==> src/frs_defines.vh <==
// Constants for the frame readback sequencer
//
// Notes on behaviour
// - Frames stream out in ascending address order
// - One run of frames starts with one pad
// - Frame is 14 words plus pad frame
// - Minor address from table bit and slice
// - Slice one bits reverse across frames
// - Bit index maps to word and position
// - Table bits read back complemented
`ifndef FRS_DEFINES_VH
`define FRS_DEFINES_VH
// ------------------------------------------------------------
// Packet words
// ------------------------------------------------------------
`define FRS_SYNC_WORD     32'hAA995566
`define FRS_HDR_FAR_WR    32'h30002001
`define FRS_HDR_CMD_WR    32'h30008001
`define FRS_CMD_READ_CONFIGURATION_COMMAND      32'h00000004
`define FRS_HDR_FRAME_DATA_OUTPUT_REGISTER_RD   32'h28006000
`define FRS_HDR_RD_MASK   32'hFFFFF800
`define FRS_HDR2_TYPE     32'h48000000
`define FRS_HDR2_MASK     32'hF8000000
// ------------------------------------------------------------
// Frame address fields
// ------------------------------------------------------------
`define FRS_MAJ_LSB       17
`define FRS_MAJ_W         8
`define FRS_MIN_LSB       9
`define FRS_MIN_W         8
// ------------------------------------------------------------
// Geometry and address arithmetic
// ------------------------------------------------------------
`define FRS_FRAME_WORDS   14
`define FRS_LUT_OFS       32
`define FRS_SLICE1_BASE   15
`define FRS_COL_FRAMES    48
`define FRS_LEAD_FRAMES   8
`define FRS_WORD_BITS     32
`define FRS_FIFO_DEPTH    4
`endif

==> src/frs_fifo.v <==
// Readback FIFO module sits in frs_sequencer.v, so one file holds all the logic

==> src/frs_sequencer.v <==
// Frame readback sequencer: packet parser, frame streamer, address mapper and output FIFO
`include "frs_defines.vh"
module frs_sequencer #(
  parameter FRAME_WORDS = `FRS_FRAME_WORDS,
  parameter FIFO_DEPTH  = `FRS_FIFO_DEPTH
) (
  clk,
  rst_n,
  ce,
  cfg_in_valid,
  cfg_in_data,
  cfg_in_ready,
  cfg_mem_addr,
  cfg_mem_data,
  rb_valid,
  rb_ready,
  rb_data,
  rb_busy,
  map_lut_bit,
  map_slice,
  map_frame_bit_index,
  map_major,
  map_minor_address,
  map_frame_word_number,
  map_word_bit_position,
  map_frame_start_word
);
  input  wire        clk;                  // 20 MHz clock
  input  wire        rst_n;                // Asynchronous reset
  input  wire        ce;                   // Clock enable
  input  wire        cfg_in_valid;         // Configuration word strobe
  input  wire [31:0] cfg_in_data;          // Configuration word
  output wire        cfg_in_ready;         // Word accepted
  output reg  [31:0] cfg_mem_addr;         // Frame word fetch address
  input  wire [31:0] cfg_mem_data;         // Stored frame word, one cycle later
  output wire        rb_valid;             // Readback word valid
  input  wire        rb_ready;             // Readback consumer ready
  output wire [31:0] rb_data;              // Readback word
  output reg         rb_busy;              // Read operation running
  input  wire [3:0]  map_lut_bit;          // Table bit 0..15
  input  wire        map_slice;            // Slice select
  input  wire [15:0] map_frame_bit_index;  // Bit index inside frame
  input  wire [7:0]  map_major;            // Logic column major address
  output reg  [7:0]  map_minor_address;    // Minor address of table bit
  output reg  [15:0] map_frame_word_number;// Word inside frame
  output reg  [4:0]  map_word_bit_position;// Bit inside word
  output reg  [31:0] map_frame_start_word; // Word in readback stream
  // ------------------------------------------------------------
  // Parser states
  // ------------------------------------------------------------
  localparam [2:0] ST_SYNC  = 3'h0;
  localparam [2:0] ST_HDR   = 3'h1;
  localparam [2:0] ST_FAR   = 3'h2;
  localparam [2:0] ST_CMD   = 3'h3;
  localparam [2:0] ST_CNT   = 3'h4;
  localparam [2:0] ST_FLUSH = 3'h5;
  localparam [2:0] ST_RUN   = 3'h6;
  localparam [2:0] ST_DRAIN = 3'h7;
  reg [2:0]  st_r;                       // Parser state
  reg [31:0] frame_address_register_r;   // Loaded frame address
  reg        read_configuration_command_armed_r;               // Read command seen
  reg [26:0] words_left_r;               // Words still to send
  reg [26:0] cnt_nxt;                    // Count from read header
  reg [15:0] wcnt_r;                     // Word within frame
  reg        pad_r;                      // Sending leading pad frame
  reg        fetch_r;                    // Memory data valid next cycle
  reg        fetch_pad_r;                // Fetched word is pad
  wire       fifo_ready;
  wire       fifo_valid;
  wire [31:0] fifo_data;
  wire       take;
  assign take         = ce & cfg_in_valid & cfg_in_ready;
  // Stream holds off the host while it runs
  assign cfg_in_ready = (st_r != ST_RUN) && (st_r != ST_DRAIN);
  // ------------------------------------------------------------
  // Read count decode: type-1 short count or following type-2
  // ------------------------------------------------------------
  always @* begin
    cnt_nxt = {16'h0000, cfg_in_data[10:0]};
    if ((cfg_in_data & `FRS_HDR2_MASK) == `FRS_HDR2_TYPE) begin
      cnt_nxt = cfg_in_data[26:0];
    end
  end
  // ------------------------------------------------------------
  // Packet parser and streamer
  // ------------------------------------------------------------
  always @(posedge clk or negedge rst_n) begin
    if (!rst_n) begin
      st_r                     <= ST_SYNC;
      frame_address_register_r <= 32'h00000000;
      read_configuration_command_armed_r             <= 1'b0;
      words_left_r             <= 27'h0000000;
      wcnt_r                   <= 16'h0000;
      pad_r                    <= 1'b0;
      fetch_r                  <= 1'b0;
      fetch_pad_r              <= 1'b0;
      cfg_mem_addr             <= 32'h00000000;
      rb_busy                  <= 1'b0;
    end else if (ce) begin
      fetch_r <= 1'b0;
      case (st_r)
        // Wait for the sync word before any packet
        ST_SYNC: begin
          if (take && cfg_in_data == `FRS_SYNC_WORD) begin
            st_r <= ST_HDR;
          end
        end
        // Dispatch on packet header
        ST_HDR: begin
          if (take) begin
            if (cfg_in_data == `FRS_HDR_FAR_WR) begin
              st_r <= ST_FAR;
            end else if (cfg_in_data == `FRS_HDR_CMD_WR) begin
              st_r <= ST_CMD;
            end else if ((cfg_in_data & `FRS_HDR_RD_MASK) == `FRS_HDR_FRAME_DATA_OUTPUT_REGISTER_RD) begin
              // Only a prior read command makes the read legal
              if (read_configuration_command_armed_r) begin
                if (cfg_in_data[10:0] != 11'h000) begin
                  words_left_r <= cnt_nxt;
                  st_r         <= ST_FLUSH;
                end else begin
                  st_r <= ST_CNT;
                end
              end
            end else if (cfg_in_data == `FRS_SYNC_WORD) begin
              st_r <= ST_HDR;
            end
          end
        end
        // Start frame address word
        ST_FAR: begin
          if (take) begin
            frame_address_register_r <= cfg_in_data;
            read_configuration_command_armed_r             <= 1'b0;
            st_r                     <= ST_HDR;
          end
        end
        // Command register value
        ST_CMD: begin
          if (take) begin
            read_configuration_command_armed_r <= (cfg_in_data == `FRS_CMD_READ_CONFIGURATION_COMMAND);
            st_r         <= ST_HDR;
          end
        end
        // Type-2 word count follows a zero-count header
        ST_CNT: begin
          if (take) begin
            words_left_r <= cnt_nxt;
            st_r         <= ST_FLUSH;
          end
        end
        // Flush word, then the run begins with the pad frame
        ST_FLUSH: begin
          if (take) begin
            st_r         <= (words_left_r == 27'h0000000) ? ST_HDR : ST_RUN;
            rb_busy      <= (words_left_r != 27'h0000000);
            pad_r        <= 1'b1;
            wcnt_r       <= 16'h0000;
            cfg_mem_addr <= frame_address_register_r;
          end
        end
        // One word every other cycle while the FIFO has room
        ST_RUN: begin
          if (fifo_ready && !fetch_r) begin
            fetch_r      <= 1'b1;
            fetch_pad_r  <= pad_r;
            words_left_r <= words_left_r - 1'b1;
            if (wcnt_r == FRAME_WORDS[15:0] - 1'b1) begin
              wcnt_r <= 16'h0000;
              pad_r  <= 1'b0;
            end else begin
              wcnt_r <= wcnt_r + 1'b1;
            end
            if (!pad_r) begin
              cfg_mem_addr <= cfg_mem_addr + 1'b1;
            end
            if (words_left_r == 27'h0000001) begin
              st_r <= ST_DRAIN;
            end
          end
        end
        // Last fetch lands, run is over
        ST_DRAIN: begin
          if (!fetch_r) begin
            rb_busy      <= 1'b0;
            read_configuration_command_armed_r <= 1'b0;
            st_r         <= ST_HDR;
          end
        end
        default: begin
          st_r <= ST_SYNC;
        end
      endcase
    end
  end
  // ------------------------------------------------------------
  // Output buffer; pad words read as zero
  // ------------------------------------------------------------
  frs_fifo #(
    .WIDTH (32),
    .DEPTH (FIFO_DEPTH),
    .AW    (2)
  ) u_fifo (
    .clk       (clk),
    .rst_n     (rst_n),
    .ce        (ce),
    .in_valid  (fetch_r),
    .in_ready  (fifo_ready),
    .in_data   (fetch_pad_r ? 32'h00000000 : cfg_mem_data),
    .out_valid (fifo_valid),
    .out_ready (rb_ready),
    .out_data  (fifo_data)
  );
  // Stored table bits are already the complement of logic values
  assign rb_valid = fifo_valid;
  assign rb_data  = fifo_data;
  // ------------------------------------------------------------
  // Address arithmetic, registered
  // ------------------------------------------------------------
  reg [7:0]  minor_nxt;
  reg [31:0] minor_wide_nxt;    // Minor address before the cut to 8 bits
  reg [15:0] wd_nxt;
  reg [15:0] pos_nxt;
  reg [31:0] start_nxt;
  always @* begin
    if (map_slice) begin
      minor_wide_nxt = `FRS_SLICE1_BASE - {28'h0000000, map_lut_bit};
    end else begin
      minor_wide_nxt = {28'h0000000, map_lut_bit} + `FRS_LUT_OFS;
    end
    // Result never reaches 48, so dropping the upper bits loses nothing
    minor_nxt = minor_wide_nxt[7:0];
    wd_nxt    = map_frame_bit_index >> 5;
    pos_nxt   = 16'd31 + (wd_nxt << 5) - map_frame_bit_index;
    start_nxt = FRAME_WORDS * (`FRS_LEAD_FRAMES + (map_major - 1) * `FRS_COL_FRAMES
                + minor_nxt) + FRAME_WORDS;
  end
  // Map outputs update each enabled cycle
  always @(posedge clk or negedge rst_n) begin
    if (!rst_n) begin
      map_minor_address     <= 8'h00;
      map_frame_word_number <= 16'h0000;
      map_word_bit_position <= 5'h00;
      map_frame_start_word  <= 32'h00000000;
    end else if (ce) begin
      map_minor_address     <= minor_nxt;
      map_frame_word_number <= wd_nxt;
      map_word_bit_position <= pos_nxt[4:0];
      map_frame_start_word  <= start_nxt;
    end
  end
endmodule

// ------------------------------------------------------------
// Small valid/ready FIFO for readback words
// ------------------------------------------------------------
module frs_fifo #(
  parameter WIDTH = 32,
  parameter DEPTH = 4,
  parameter AW    = 2
) (
  input  wire             clk,
  input  wire             rst_n,
  input  wire             ce,
  input  wire             in_valid,
  output wire             in_ready,
  input  wire [WIDTH-1:0] in_data,
  output wire             out_valid,
  input  wire             out_ready,
  output wire [WIDTH-1:0] out_data
);
  // ------------------------------------------------------------
  // Storage and pointers
  // ------------------------------------------------------------
  reg [WIDTH-1:0] mem_r [0:DEPTH-1]; // Entry storage
  reg [AW-1:0]    wp_r;              // Write pointer
  reg [AW-1:0]    rp_r;              // Read pointer
  reg [AW:0]      cnt_r;             // Occupancy
  wire push;
  wire pop;
  assign in_ready  = (cnt_r != DEPTH[AW:0]);
  assign out_valid = (cnt_r != {(AW+1){1'b0}});
  assign push      = ce & in_valid & in_ready;
  assign pop       = ce & out_valid & out_ready;
  assign out_data  = mem_r[rp_r];
  // Storage write, no reset needed on data
  always @(posedge clk) begin
    if (push) begin
      mem_r[wp_r] <= in_data;
    end
  end
  // Pointer and count update
  always @(posedge clk or negedge rst_n) begin
    if (!rst_n) begin
      wp_r  <= {AW{1'b0}};
      rp_r  <= {AW{1'b0}};
      cnt_r <= {(AW+1){1'b0}};
    end else begin
      if (push) begin
        wp_r <= (wp_r == DEPTH[AW-1:0] - 1'b1) ? {AW{1'b0}} : wp_r + 1'b1;
      end
      if (pop) begin
        rp_r <= (rp_r == DEPTH[AW-1:0] - 1'b1) ? {AW{1'b0}} : rp_r + 1'b1;
      end
      if (push & ~pop) begin
        cnt_r <= cnt_r + 1'b1;
      end else if (pop & ~push) begin
        cnt_r <= cnt_r - 1'b1;
      end
    end
  end
endmodule

==> config.mk <==
export PLATFORM = sky130hd
export DESIGN_NAME = frs_sequencer
export DESIGN_NICKNAME = d
export VERILOG_FILES = /design/src/frs_fifo.v /design/src/frs_sequencer.v
export VERILOG_INCLUDE_DIRS = /design/src
export SDC_FILE = /design/constraint.sdc
export NUM_CORES = 1
export LEC_CHECK = 0
export BUFFER_PORTS_ARGS = -buffer_cell sky130_fd_sc_hd__buf_2
export CAP_MARGIN = 15
export CORE_AREA = 10 10 256 258
export CTS_BUF_LIST = sky130_fd_sc_hd__clkbuf_8
export CTS_CLUSTER_DIAMETER = 80
export DETAILED_ROUTE_END_ITERATION = 16
export DIE_AREA = 0 0 266 268
export GPL_TIMING_DRIVEN = 0
export SYNTH_ARGS = -nofsm -noshare
export SYNTH_HDL_FRONTEND = slang
export SYNTH_SLANG_ARGS = --single-unit
export TNS_END_PERCENT = 20
==> constraint.sdc <==
create_clock -name clk -period 2.8 [get_ports clk]
set_input_delay 0.56 -clock clk [delete_from_list [all_inputs] [get_ports clk]]
set_output_delay 0.56 -clock clk [all_outputs]
set_load 0.02 [all_outputs]
==> results of run 1 <==
==> worst reg2reg max path, cell delays in order (launching register included) <==
cell and delay [ns]:
dfrtp_1 0.41, or4_4 0.58, or3_4 0.39, nor3_4 0.16
nand2_2 0.12, nor4_4 0.34, nand2b_4 0.20, o21ai_0 0.09
a31oi_1 0.19, a31oi_1 0.06
==> cell families after synthesis <==
kind of cell	share of synthesized area [%]
other	0.0210
DFF	45.8
and+or+nand+nor	15.8
buffers and inverters	3.78
muxes	7.67
xor gates and xnor gates	4.22
adders and majority gates	6.48
AOI/OAI and AO/OA	16.2
==> layer usage <==
layer / up-vias / track usage, % / wire length [um]
li1: 7167 / - / -
met1: 7825 / 19.4 / 24400
met2: 531 / 26.8 / 28500
met3: 99 / 3.08 / 3540
met4: 2 / 4.86 / 1330
met5: - / 0 / 13
==> report_power, final <==
group | switching [mW] | total (mW) | internal (mW)
sequential | 0.169 | 5.00 | 4.84
combinational | 6.00 | 10.9 | 4.92
clock | 1.99 | 4.53 | 2.55
==> synth_stat cells (5+ instances only) <==
| library cell | count |
|---|---|
| xor2_1 | 36 |
| ha_1 | 67 |
| buf_2 | 10 |
| inv_1 | 66 |
| dfrtp_1 | 174 |
| o21ai_1 | 7 |
| edfxtp_1 | 128 |
| nor4_1 | 18 |
| a31oi_1 | 16 |
| or4_1 | 13 |
| clkbuf_1 | 65 |
| nand4_1 | 21 |
| nor3_1 | 38 |
| buf_4 | 11 |
| nand2b_1 | 16 |
| nor2b_1 | 43 |
| a22oi_1 | 19 |
| mux4_2 | 32 |
| mux2_2 | 53 |
| o2111ai_1 | 5 |
| fa_1 | 16 |
| o22ai_1 | 21 |
| a21o_1 | 23 |
| buf_1 | 10 |
| o31ai_1 | 9 |
| nand3_1 | 38 |
| nand2_1 | 113 |
| or2_2 | 12 |
| and2_1 | 13 |
| o211ai_1 | 5 |
| nor2_1 | 132 |
| xnor2_1 | 45 |
| o21ai_0 | 143 |
| or3_1 | 18 |
| a21oi_1 | 154 |
| and3_1 | 22 |
| a32oi_1 | 5 |
| o21a_1 | 11 |
==> cells in the final DEF, fill, tap and decap left out, drive strengths merged, types with 12 or more instances in the layout <==
cell type	netlist	routed
mux4	32	32
o22ai	21	21
inv	67	83
or4	15	15
a21oi	157	157
edfxtp	128	128
a22oi	19	19
nor4	24	24
and2	14	14
clkbuf	65	117
xnor2	45	45
a31oi	16	16
and3	22	22
a21o	23	23
or3	19	19
buf	32	351
dfrtp	174	174
nand2	113	113
nor2b	43	43
nand2b	17	17
o21ai	151	151
mux2	54	54
clkinv	0	16
nor2	132	132
xor2	36	36
nor3	38	38
fa	16	16
nand3	39	39
or2	12	12
ha	67	67
nand4	23	23
==> sequential cells by signal, summed over array words and instances (netlist names), 2 cells and up <==
signal / count
map_frame_start_word: 31
u_fifo.rp_r: 2
map_minor_address: 5
wcnt_r: 16
u_fifo.cnt_r: 3
st_r: 3
words_left_r: 27
frame_address_register_r: 32
map_frame_word_number: 11
u_fifo.wp_r: 2
cfg_mem_addr: 32
map_word_bit_position: 5
u_fifo.mem_r: 128
==> layout make-up <==
type                            count  area, um2  share of cell area, %
Tap cell                          782        978                   4.11
Timing Repair Buffer              317       1990                   8.38
Antenna cell                        3       7.51                 0.0316
Buffer                             89        520                   2.19
Inverter                           67        269                   1.13
Clock buffer                       63        867                   3.65
Multi-Input combinational cell   1275      10600                   44.6
Clock inverter                     40        330                   1.39
Sequential cell                   302       8200                   34.5
==> stage by stage <==
step	hold slack [ns]	worst slack, ns	util (%)	cell area (um2)	TNS [ns]
3_3_place_gp	0.459	-5.08	33.6	20200	-611.44
5_1_grt	0.0938	-3.67	39.5	23800	-70.90
4_1_cts	0.0451	-3.35	38.6	23200	-60.82
2_1_floorplan	0.264	-4.07	-	18200	-74.70
6_report	0.0975	-3.53	39.5	23800	-66.71
3_5_place_dp	0.469	-4.98	33.8	20300	-224.25
==> repair_timing <==
item / 4_1_cts / 5_1_grt
buffers inserted: 79 / 28
resized for setup: 227 / 99
pin swaps: 78 / 63
hold endpoints to repair: 58 / 0
hold buffers: 1 / 0
setup endpoints to repair: 171 / 168
==> worst min-delay path by stage <==
stage                     cells past startpoint                                   end  slack [ns]                            startpoint
after global placement                        1      map_minor_address[2]$_DFFE_PN0P_        0.46      map_minor_address[2]$_DFFE_PN0P_
after detailed placement                      2  map_word_bit_position[1]$_DFFE_PN0P_        0.47  map_word_bit_position[1]$_DFFE_PN0P_
after global routing                          2  map_word_bit_position[4]$_DFFE_PN0P_        0.09                map_frame_bit_index[4]
after CTS                                     2  map_word_bit_position[1]$_DFFE_PN0P_        0.05                map_frame_bit_index[1]
after floorplan                               0           cfg_mem_addr[0]$_DFFE_PN0P_        0.26                                 rst_n
final                                         2  map_word_bit_position[1]$_DFFE_PN0P_         0.1                map_frame_bit_index[1]
==> results_dict.tcl, run 1 <==
set metrics [dict create \
    startpoint_type "input pin" \
    min_path_type "input pin to flip-flop" \
    peakVddDrop_v 0.000777 \
    drt.antenna.violating_nets 0 \
    fmax_mhz 158 \
    cp_max_fo 5 \
    h-tree-depth 2 \
    grt_pass1_vias 16000 \
    fillers 5850 \
    ys_ff_latch 302 \
    critPathCapture "map_frame_start_word[29]$_DFFE_PN0P_" \
    layout.cells.non_filler 2938 \
    failed_checks "negative setup slack" \
    leakagePower_nw 9.90 \
    rr_endpoint "st_r[1]$_DFFE_PN0P_" \
    synthArstFlopShare_pct 57.6 \
    outcome "complete, but fails checks" \
    clk_pin_slew_ns 0.06 \
    clock-skew-final_ns 0.0510 \
    r2r_start "words_left_r[5]$_DFFE_PN0P_" \
    num_io_pins 226 \
    grt_usage_pct 15.6 \
    clkLatencyLatePin_ns 0.66 \
    crit_family "simple AND/OR/NAND/NOR gates" \
    vias 15600 \
    drv_cap 0 \
    critPathRequiredTime_ns 3.34 \
    hold_viol 0 \
    syn_area_um2 17900 \
    crit_buf_inv 5 \
    drt_iter0_drc 1418 \
    grt_pass1_wl_um 89500 \
    r2r_slack_ns 0.11 \
    ys.flop_type "dfrtp_1" \
    worstSetupPathType "input pin to flip-flop" \
    setup.worst_path.start "map_major[0]" \
    routabilityCongestion 0.880 \
    power_mw 20.5 \
    dp.cells 2738 \
    die_w_um 266 \
    grt_max_degree 117 \
    antenna_found_initial 4 \
    synth_area_leaders "dfrtp_1, edfxtp_1, ha_1, a21oi_1, mux4_2" \
    synth_cells 1733 \
    hpwl_um 40400 \
    clock-sinks 302 \
    fin_nets 2289 \
    initial_core_util_pct 29.8 \
    first_pass_iters 5 \
    syn_avg_cell_area_um2 10.3 \
    rsz0062_at_grt "yes" \
    yosys.area.top_type "dfrtp_1" \
    synth_top_area_share_pct 24.3 \
    rr_worst_depth 9 \
    die_h_um 268 \
    slew_headroom_pct 29.5 \
    power.density_nw_per_um2 860 \
    timing.critical_path.mode_cell "ha_4" \
    period_needed_ns 6.33 \
    cts_tree "yes" \
    row_count 90 \
    dieArea_um2 71300 \
    synth-edff-count 128 \
    crit_cells 28 \
    io_buffers 211 \
    synth.distinct_cells 94 \
    drive_gt1_share_pct 35.9 \
    ys_warn_count 0 \
    area_growth_pct 32.9 \
    min_period_over_period_pct 226 \
    fin_ws_ns -3.53 \
    worstPathArrival_ns 6.87 \
    clk_path_buf_depth 3 \
    core_area_um2 60100 \
    overflow 0 \
    avgViaCountPerCell 5.32 \
    slew_violations 0 \
    routedWlPerCell_um 19.6 \
    synth-seq-area-share_pct 45.8 \
    slowest_delay_ns 0.56 \
    cp_slowest_cell "or4_4" \
    worst_pin_slew_ns 1.06 \
    final-setup-viol-count 25 \
    wl_um 57700 \
    clockRootBuffer "clkbuf_8" \
    cts_buffers 56 \
    drc_errors 0 \
    critPathCaptureType "flip-flop" \
]
(Power assumes the default switching activity.)
==> run 2, diff against run 1 <==
--- a/config.mk
+++ b/config.mk
@@ -14,6 +14,8 @@
 export DETAILED_ROUTE_END_ITERATION = 16
 export DIE_AREA = 0 0 266 268
 export GPL_TIMING_DRIVEN = 0
+export REMOVE_ABC_BUFFERS = 1
+export SETUP_SLACK_MARGIN = 0.1
 export SYNTH_ARGS = -nofsm -noshare
 export SYNTH_HDL_FRONTEND = slang
 export SYNTH_SLANG_ARGS = --single-unit
==> run 2 against run 1 <==
Effect of this change: register-to-register slack barely moved; critical path type unchanged; largest power group unchanged; the run still ends with negative setup slack left; clock skew fell by 0.0033 ns; wire length fell by 10%; combinational power fell by 9%; core utilization fell by 0.49 points; sequential power rose by 3%; via count fell by 5.9%.
==> results_dict.tcl, run 2 (synthesized netlist as in run 1, its figures left out) <==
set metrics [dict create \
    layout_commonest_cell "buf_2" \
    h-tree-depth 2 \
    io_buffers 216 \
    startpoint_type "input pin" \
    outcome "complete, but fails checks" \
    final-setup-viol-count 26 \
    min_path_type "input pin to flip-flop" \
    initial_core_util_pct 29.8 \
    peakVddDrop_v 0.000699 \
    grt_pass1_vias 14900 \
    power_mw 19.9 \
    clock-skew-final_ns 0.0477 \
    critPathRequiredTime_ns 3.34 \
    fin_nets 2201 \
    area_growth_pct 31.2 \
    clockRootBuffer "clkbuf_8" \
    worstPathArrival_ns 6.74 \
    clock-sinks 302 \
    leakagePower_nw 9.71 \
    drc_errors 0 \
    power.density_nw_per_um2 845 \
    num_io_pins 226 \
    wl_um 51700 \
    antenna_found_initial 1 \
    worst_pin_slew_ns 0.896 \
    hold_viol 0 \
    core_area_um2 60100 \
    cts_buffers 55 \
    final_cell_mix "buf_2, dfrtp_1, o21ai_0" \
    avgViaCountPerCell 5.16 \
    dieArea_um2 71300 \
    slew_headroom_pct 39.9 \
    timing.critical_path.mode_cell "ha_4" \
    drt.antenna.violating_nets 0 \
    vias 14700 \
    grt_usage_pct 13.8 \
    period_needed_ns 6.21 \
    rsz0062_at_grt "yes" \
    clk_path_buf_depth 3 \
    reg_top3 "u_fifo.mem_r: 128 flops, cfg_mem_addr: 32 flops, frame_address_register_r: 32 flops" \
    critPathCaptureType "flip-flop" \
    worstSetupPathType "input pin to flip-flop" \
    routedWlPerCell_um 18.2 \
    hold_ws_ns 0.126 \
    failed_checks "negative setup slack" \
    cp_slowest_cell "or4_4" \
    drt_iter0_drc 834 \
    slowest_delay_ns 0.52 \
    grt_pass1_wl_um 80700 \
    routabilityCongestion 0.862 \
    die_h_um 268 \
    clk_pin_slew_ns 0.06 \
    clkLatencyLatePin_ns 0.67 \
    fmax_mhz 161 \
    fillers 5791 \
    largest_reg_flops 128 \
    overflow 0 \
    hpwl_um 35600 \
    first_pass_iters 7 \
    slew_violations 0 \
    grt_max_degree 93 \
    tns_ns -61.38 \
    row_count 90 \
    cp_max_fo 6 \
    cts_tree "yes" \
    min_period_over_period_pct 222 \
    drv_cap 0 \
    drive_gt1_share_pct 35.1 \
    fin_ws_ns -3.41 \
    die_w_um 266 \
    largest-register "u_fifo.mem_r" \
]
## run 2: cell types whose count changed in the layout (fill, tap and decap cells not counted), moves of 8 or more
cell,change
buf_2,-14
buf_6,+11
buf_4,-34
clkbuf_2,-11
clkbuf_1,-39
buf_1,-8
## run 2: worst paths after layout
check	from	endpoint	slack (ns)	cells past startpoint
max in group asynchronous	rst_n	cfg_mem_addr[3]$_DFFE_PN0P_	1.36	3
hold reg to reg	map_word_bit_position[3]$_DFFE_PN0P_	map_word_bit_position[3]$_DFFE_PN0P_	0.48	2
hold / removal	map_frame_bit_index[13]	map_frame_word_number[8]$_DFFE_PN0P_	0.13	2
setup reg to reg	cfg_mem_addr[4]$_DFFE_PN0P_	cfg_mem_addr[28]$_DFFE_PN0P_	0.12	8
min in group asynchronous	rst_n	frame_address_register_r[26]$_DFFE_PN0P_	0.50	2
setup / recovery	map_major[1]	map_frame_start_word[29]$_DFFE_PN0P_	-3.41	30
## run 2: per-stage QoR
| step | worst slack [ns] | util (%) | instances | instance area (um2) |
|---|---|---|---|---|
| floorplan | -4.71 | - | 1644 | 17500 |
| global placement | -5.98 | 32.5 | 2642 | 19600 |
| detailed placement | -6.06 | 33.0 | 2655 | 19900 |
| CTS | -3.19 | 38.1 | 2828 | 22900 |
| global route | -3.55 | 39.1 | 2848 | 23500 |
| finish | -3.41 | 39.1 | 2848 | 23500 |
## run 2: area by class of cell
class | count | area, um2 | area share [%]
Multi-Input combinational cell | 1275 | 10500 | 44.6
Sequential cell | 302 | 8210 | 35.0
Timing Repair Buffer | 319 | 2280 | 9.72
Tap cell | 782 | 978 | 4.17
Clock buffer | 66 | 908 | 3.87
Clock inverter | 36 | 357 | 1.52
Inverter | 67 | 268 | 1.14
Antenna cell | 1 | 2.50 | 0.0107
## run 2: critical path: cells and delay by family
| kind | cells | cell delay (ns) |
|---|---|---|
| compound gates | 7 | 1.32 |
| xor+xnor | 1 | 0.25 |
| fa+ha+maj | 5 | 1.15 |
| simple gates | 11 | 2.94 |
| buf+inv | 6 | 0.51 |
## run 2: timing repair
| item | CTS | global route |
|---|---|---|
| pin swaps | 72 | 51 |
| endpoints found under the setup margin | 146 | 87 |
| gates cloned | 0 | 0 |
| resized for setup | 251 | 85 |
| setup buffers | 68 | 20 |
| hold buffers | 3 | 0 |
| hold endpoints to repair | 84 | 0 |
## run 2: where the power goes
| group | internal (mW) | switching, mW | leakage [nW] |
|---|---|---|---|
| logic | 4.57 | 5.36 | 5.61 |
| clock network | 2.80 | 1.99 | 0.687 |
| registers | 4.84 | 0.288 | 3.42 |
| total | 12.2 | 7.64 | 9.71 |
## run 2: routing by layer
layer	vias up	share of wire (%)	track usage, %
met5	-	0	0
met4	0	2.0	4.03
met3	80	5.8	3.08
met2	370	50	23.9
met1	7282	42	17.1
li1	6977	-	-
==> run 3, diff against run 2 <==
--- a/config.mk
+++ b/config.mk
@@ -8,14 +8,16 @@
 export LEC_CHECK = 0
 export BUFFER_PORTS_ARGS = -buffer_cell sky130_fd_sc_hd__buf_2
 export CAP_MARGIN = 15
-export CORE_AREA = 10 10 256 258
+export CORE_AREA = 10 10 192 194
 export CTS_BUF_LIST = sky130_fd_sc_hd__clkbuf_8
 export CTS_CLUSTER_DIAMETER = 80
 export DETAILED_ROUTE_END_ITERATION = 16
-export DIE_AREA = 0 0 266 268
+export DIE_AREA = 0 0 202 204
 export GPL_TIMING_DRIVEN = 0
+export PLACE_DENSITY = 0.78
 export REMOVE_ABC_BUFFERS = 1
 export SETUP_SLACK_MARGIN = 0.1
+export SLEW_MARGIN = 0
 export SYNTH_ARGS = -nofsm -noshare
 export SYNTH_HDL_FRONTEND = slang
 export SYNTH_SLANG_ARGS = --single-unit
==> run 3 against run 2 <==
Effect of this change: the flow still finishes with violations (negative setup slack); clock skew fell by 0.027 ns; sequential power about the same; core utilization increased by 30 points; critical path type unchanged; first-iteration DRC count is 68% higher; sequential cell count stayed put; register-to-register slack got worse by 0.04 ns; largest cell class unchanged; non-clock buffer count increased by 2; combinational power barely moved; clock power down 20%.
==> results_dict.tcl, run 3 (synthesized netlist as in run 1, its figures left out) <==
set metrics [dict create \
    critPathCaptureType "flip-flop" \
    row_count 67 \
    overflow 0 \
    power.density_nw_per_um2 839 \
    clk_path_buf_depth 3 \
    wl_met3_um 3580 \
    num_io_pins 226 \
    fin_ws_ns -3.45 \
    largest_reg_flops 128 \
    min_from "map_frame_bit_index[1]" \
    die_w_um 202 \
    vias 15400 \
    antenna_found_initial 1 \
    r2r_start "words_left_r[5]$_DFFE_PN0P_" \
    rsz0062_at_grt "yes" \
    initial_core_util_pct 54.0 \
    period_needed_ns 6.25 \
    fillers 2240 \
    fin_util_pct 68.6 \
    wl_met1_um 19900 \
    critPathRequiredTime_ns 3.31 \
    fin_nets 2199 \
    dieArea_um2 41200 \
    grt_max_degree 95 \
    grt_pass1_vias 15100 \
    wl_um 52000 \
    routabilityCongestion 0.909 \
    seq_area_um2 8210 \
    core_area_um2 33100 \
    peakVddDrop_v 0.000738 \
    min_path_type "input pin to flip-flop" \
    leakagePower_nw 9.53 \
    drv_cap 0 \
    crit_family "simple AND/OR/NAND/NOR gates" \
    drive_gt1_share_pct 35.4 \
    cts_tree "yes" \
    failed_checks "negative setup slack" \
    clockRootBuffer "clkbuf_8" \
    startpoint_type "input pin" \
    clock-skew-final_ns 0.0210 \
    first_pass_iters 7 \
    cp_slowest_cell "fa_1" \
    hpwl_um 32400 \
    drt.antenna.violating_nets 0 \
    die_h_um 204 \
    grt_usage_pct 22.8 \
    outcome "complete, but fails checks" \
    dr_wl_met2_um 26500 \
    multiInputGateArea_um2 10500 \
    largest-register "u_fifo.mem_r" \
    layout_commonest_cell "buf_2" \
    drc_errors 0 \
    slew_violations 0 \
    reg_top3 "u_fifo.mem_r: 128 flops, cfg_mem_addr: 32 flops, frame_address_register_r: 32 flops" \
    drt_iter0_drc 1405 \
    hold_viol 0 \
    cp_max_fo 9 \
    slew_headroom_pct 41.8 \
    clock-sinks 302 \
    fmax_mhz 160 \
    routedWlPerCell_um 20.7 \
    worstSetupPathType "input pin to flip-flop" \
    io_buffers 216 \
    avgViaCountPerCell 6.16 \
    clkLatencyLatePin_ns 0.60 \
    clk_pin_slew_ns 0.06 \
    area_growth_pct 26.9 \
    dp.cells 2315 \
    final-setup-viol-count 25 \
    worst_pin_slew_ns 0.868 \
    h-tree-depth 2 \
    maxUsedRoutingLayer "met4" \
    min_period_over_period_pct 223 \
    final_cell_mix "buf_2, dfrtp_1, a21oi_1" \
    slowest_delay_ns 0.57 \
    cts_buffers 49 \
    grt_pass1_wl_um 77800 \
    layout.cells.non_filler 2506 \
    worstPathArrival_ns 6.76 \
    setup.worst_path.start "map_major[2]" \
    crit_buf_inv 5 \
]
[run 3: cell count changes in the layout (fill, tap and decap cells not counted), sizes merged]
cell and change:
clkbuf -7, clkinv +3, clkinvlp -3, a21oi +1, buf +3, inv +2, dlygate4sd3 -2, bufinv -6
nand4b +1
[run 3: repair_timing]
item	in CTS	in global routing
endpoints found under the hold margin	75	0
buffers inserted	51	46
gates cloned	0	2
pin swaps	64	53
hold buffers	1	0
resized for setup	216	122
setup endpoints to repair	264	253
[run 3: worst paths after layout]
check / endpoint / slack (ns) / depth (start not counted)
hold reg to reg: map_minor_address[2]$_DFFE_PN0P_ / 0.47 / 1
hold / removal: map_word_bit_position[1]$_DFFE_PN0P_ / 0.14 / 2
setup / recovery: map_frame_start_word[29]$_DFFE_PN0P_ / -3.45 / 26
min in group asynchronous: map_word_bit_position[1]$_DFFE_PN0P_ / 0.57 / 2
max in group asynchronous: cfg_mem_addr[3]$_DFFE_PN0P_ / 1.27 / 3
setup reg to reg: st_r[1]$_DFFE_PN0P_ / 0.08 / 9
[run 3: worst reg2reg max path: cells and delay by family (launching register included)]
kind / cells / cell delay (ns)
simple gates: 6 / 1.80
compound gates: 3 / 0.36
flops: 1 / 0.41
[run 3: metal layers]
metal	track usage [%]	vias up
met2	39.7	726
met3	3.98	184
met1	27.7	7551
li1	-	6967
met4	8.83	0
met5	0	-
[run 3: report_power, final]
group | total (mW) | leakage [nW] | switching, mW | internal (mW)
Combinational | 10.1 | 5.54 | 5.69 | 4.41
Sequential | 5.13 | 3.42 | 0.290 | 4.84
Clock | 3.82 | 0.570 | 1.82 | 2.00
Total | 19.1 | 9.53 | 7.81 | 11.3
[run 3: stage by stage]
step | setup TNS (ns) | worst slack [ns] | instance area (um2) | power [mW] | hold WS [ns]
finish | -65.78 | -3.45 | 22700 | 19.1 | 0.137
global route | -71.83 | -3.74 | 22700 | 20.0 | 0.0949
floorplan | -144.90 | -4.71 | 17500 | 10.5 | 0.264
detailed placement | -327.41 | -6.00 | 19300 | 12.2 | 0.463
CTS | -84.30 | -3.20 | 21700 | 17.5 | 0.0970
global placement | -956.87 | -5.84 | 19100 | 12.1 | 0.456
[run 3: cell type report]
cell class,instances,area share [%]
diodes,1,0.0110
repair buffers,321,9.47
multi-input cells,1277,46.4
clock buffers,58,3.52
inverters,67,1.19
clock inverters,32,0.832
flip-flops and latches,302,36.1
well taps,448,2.47
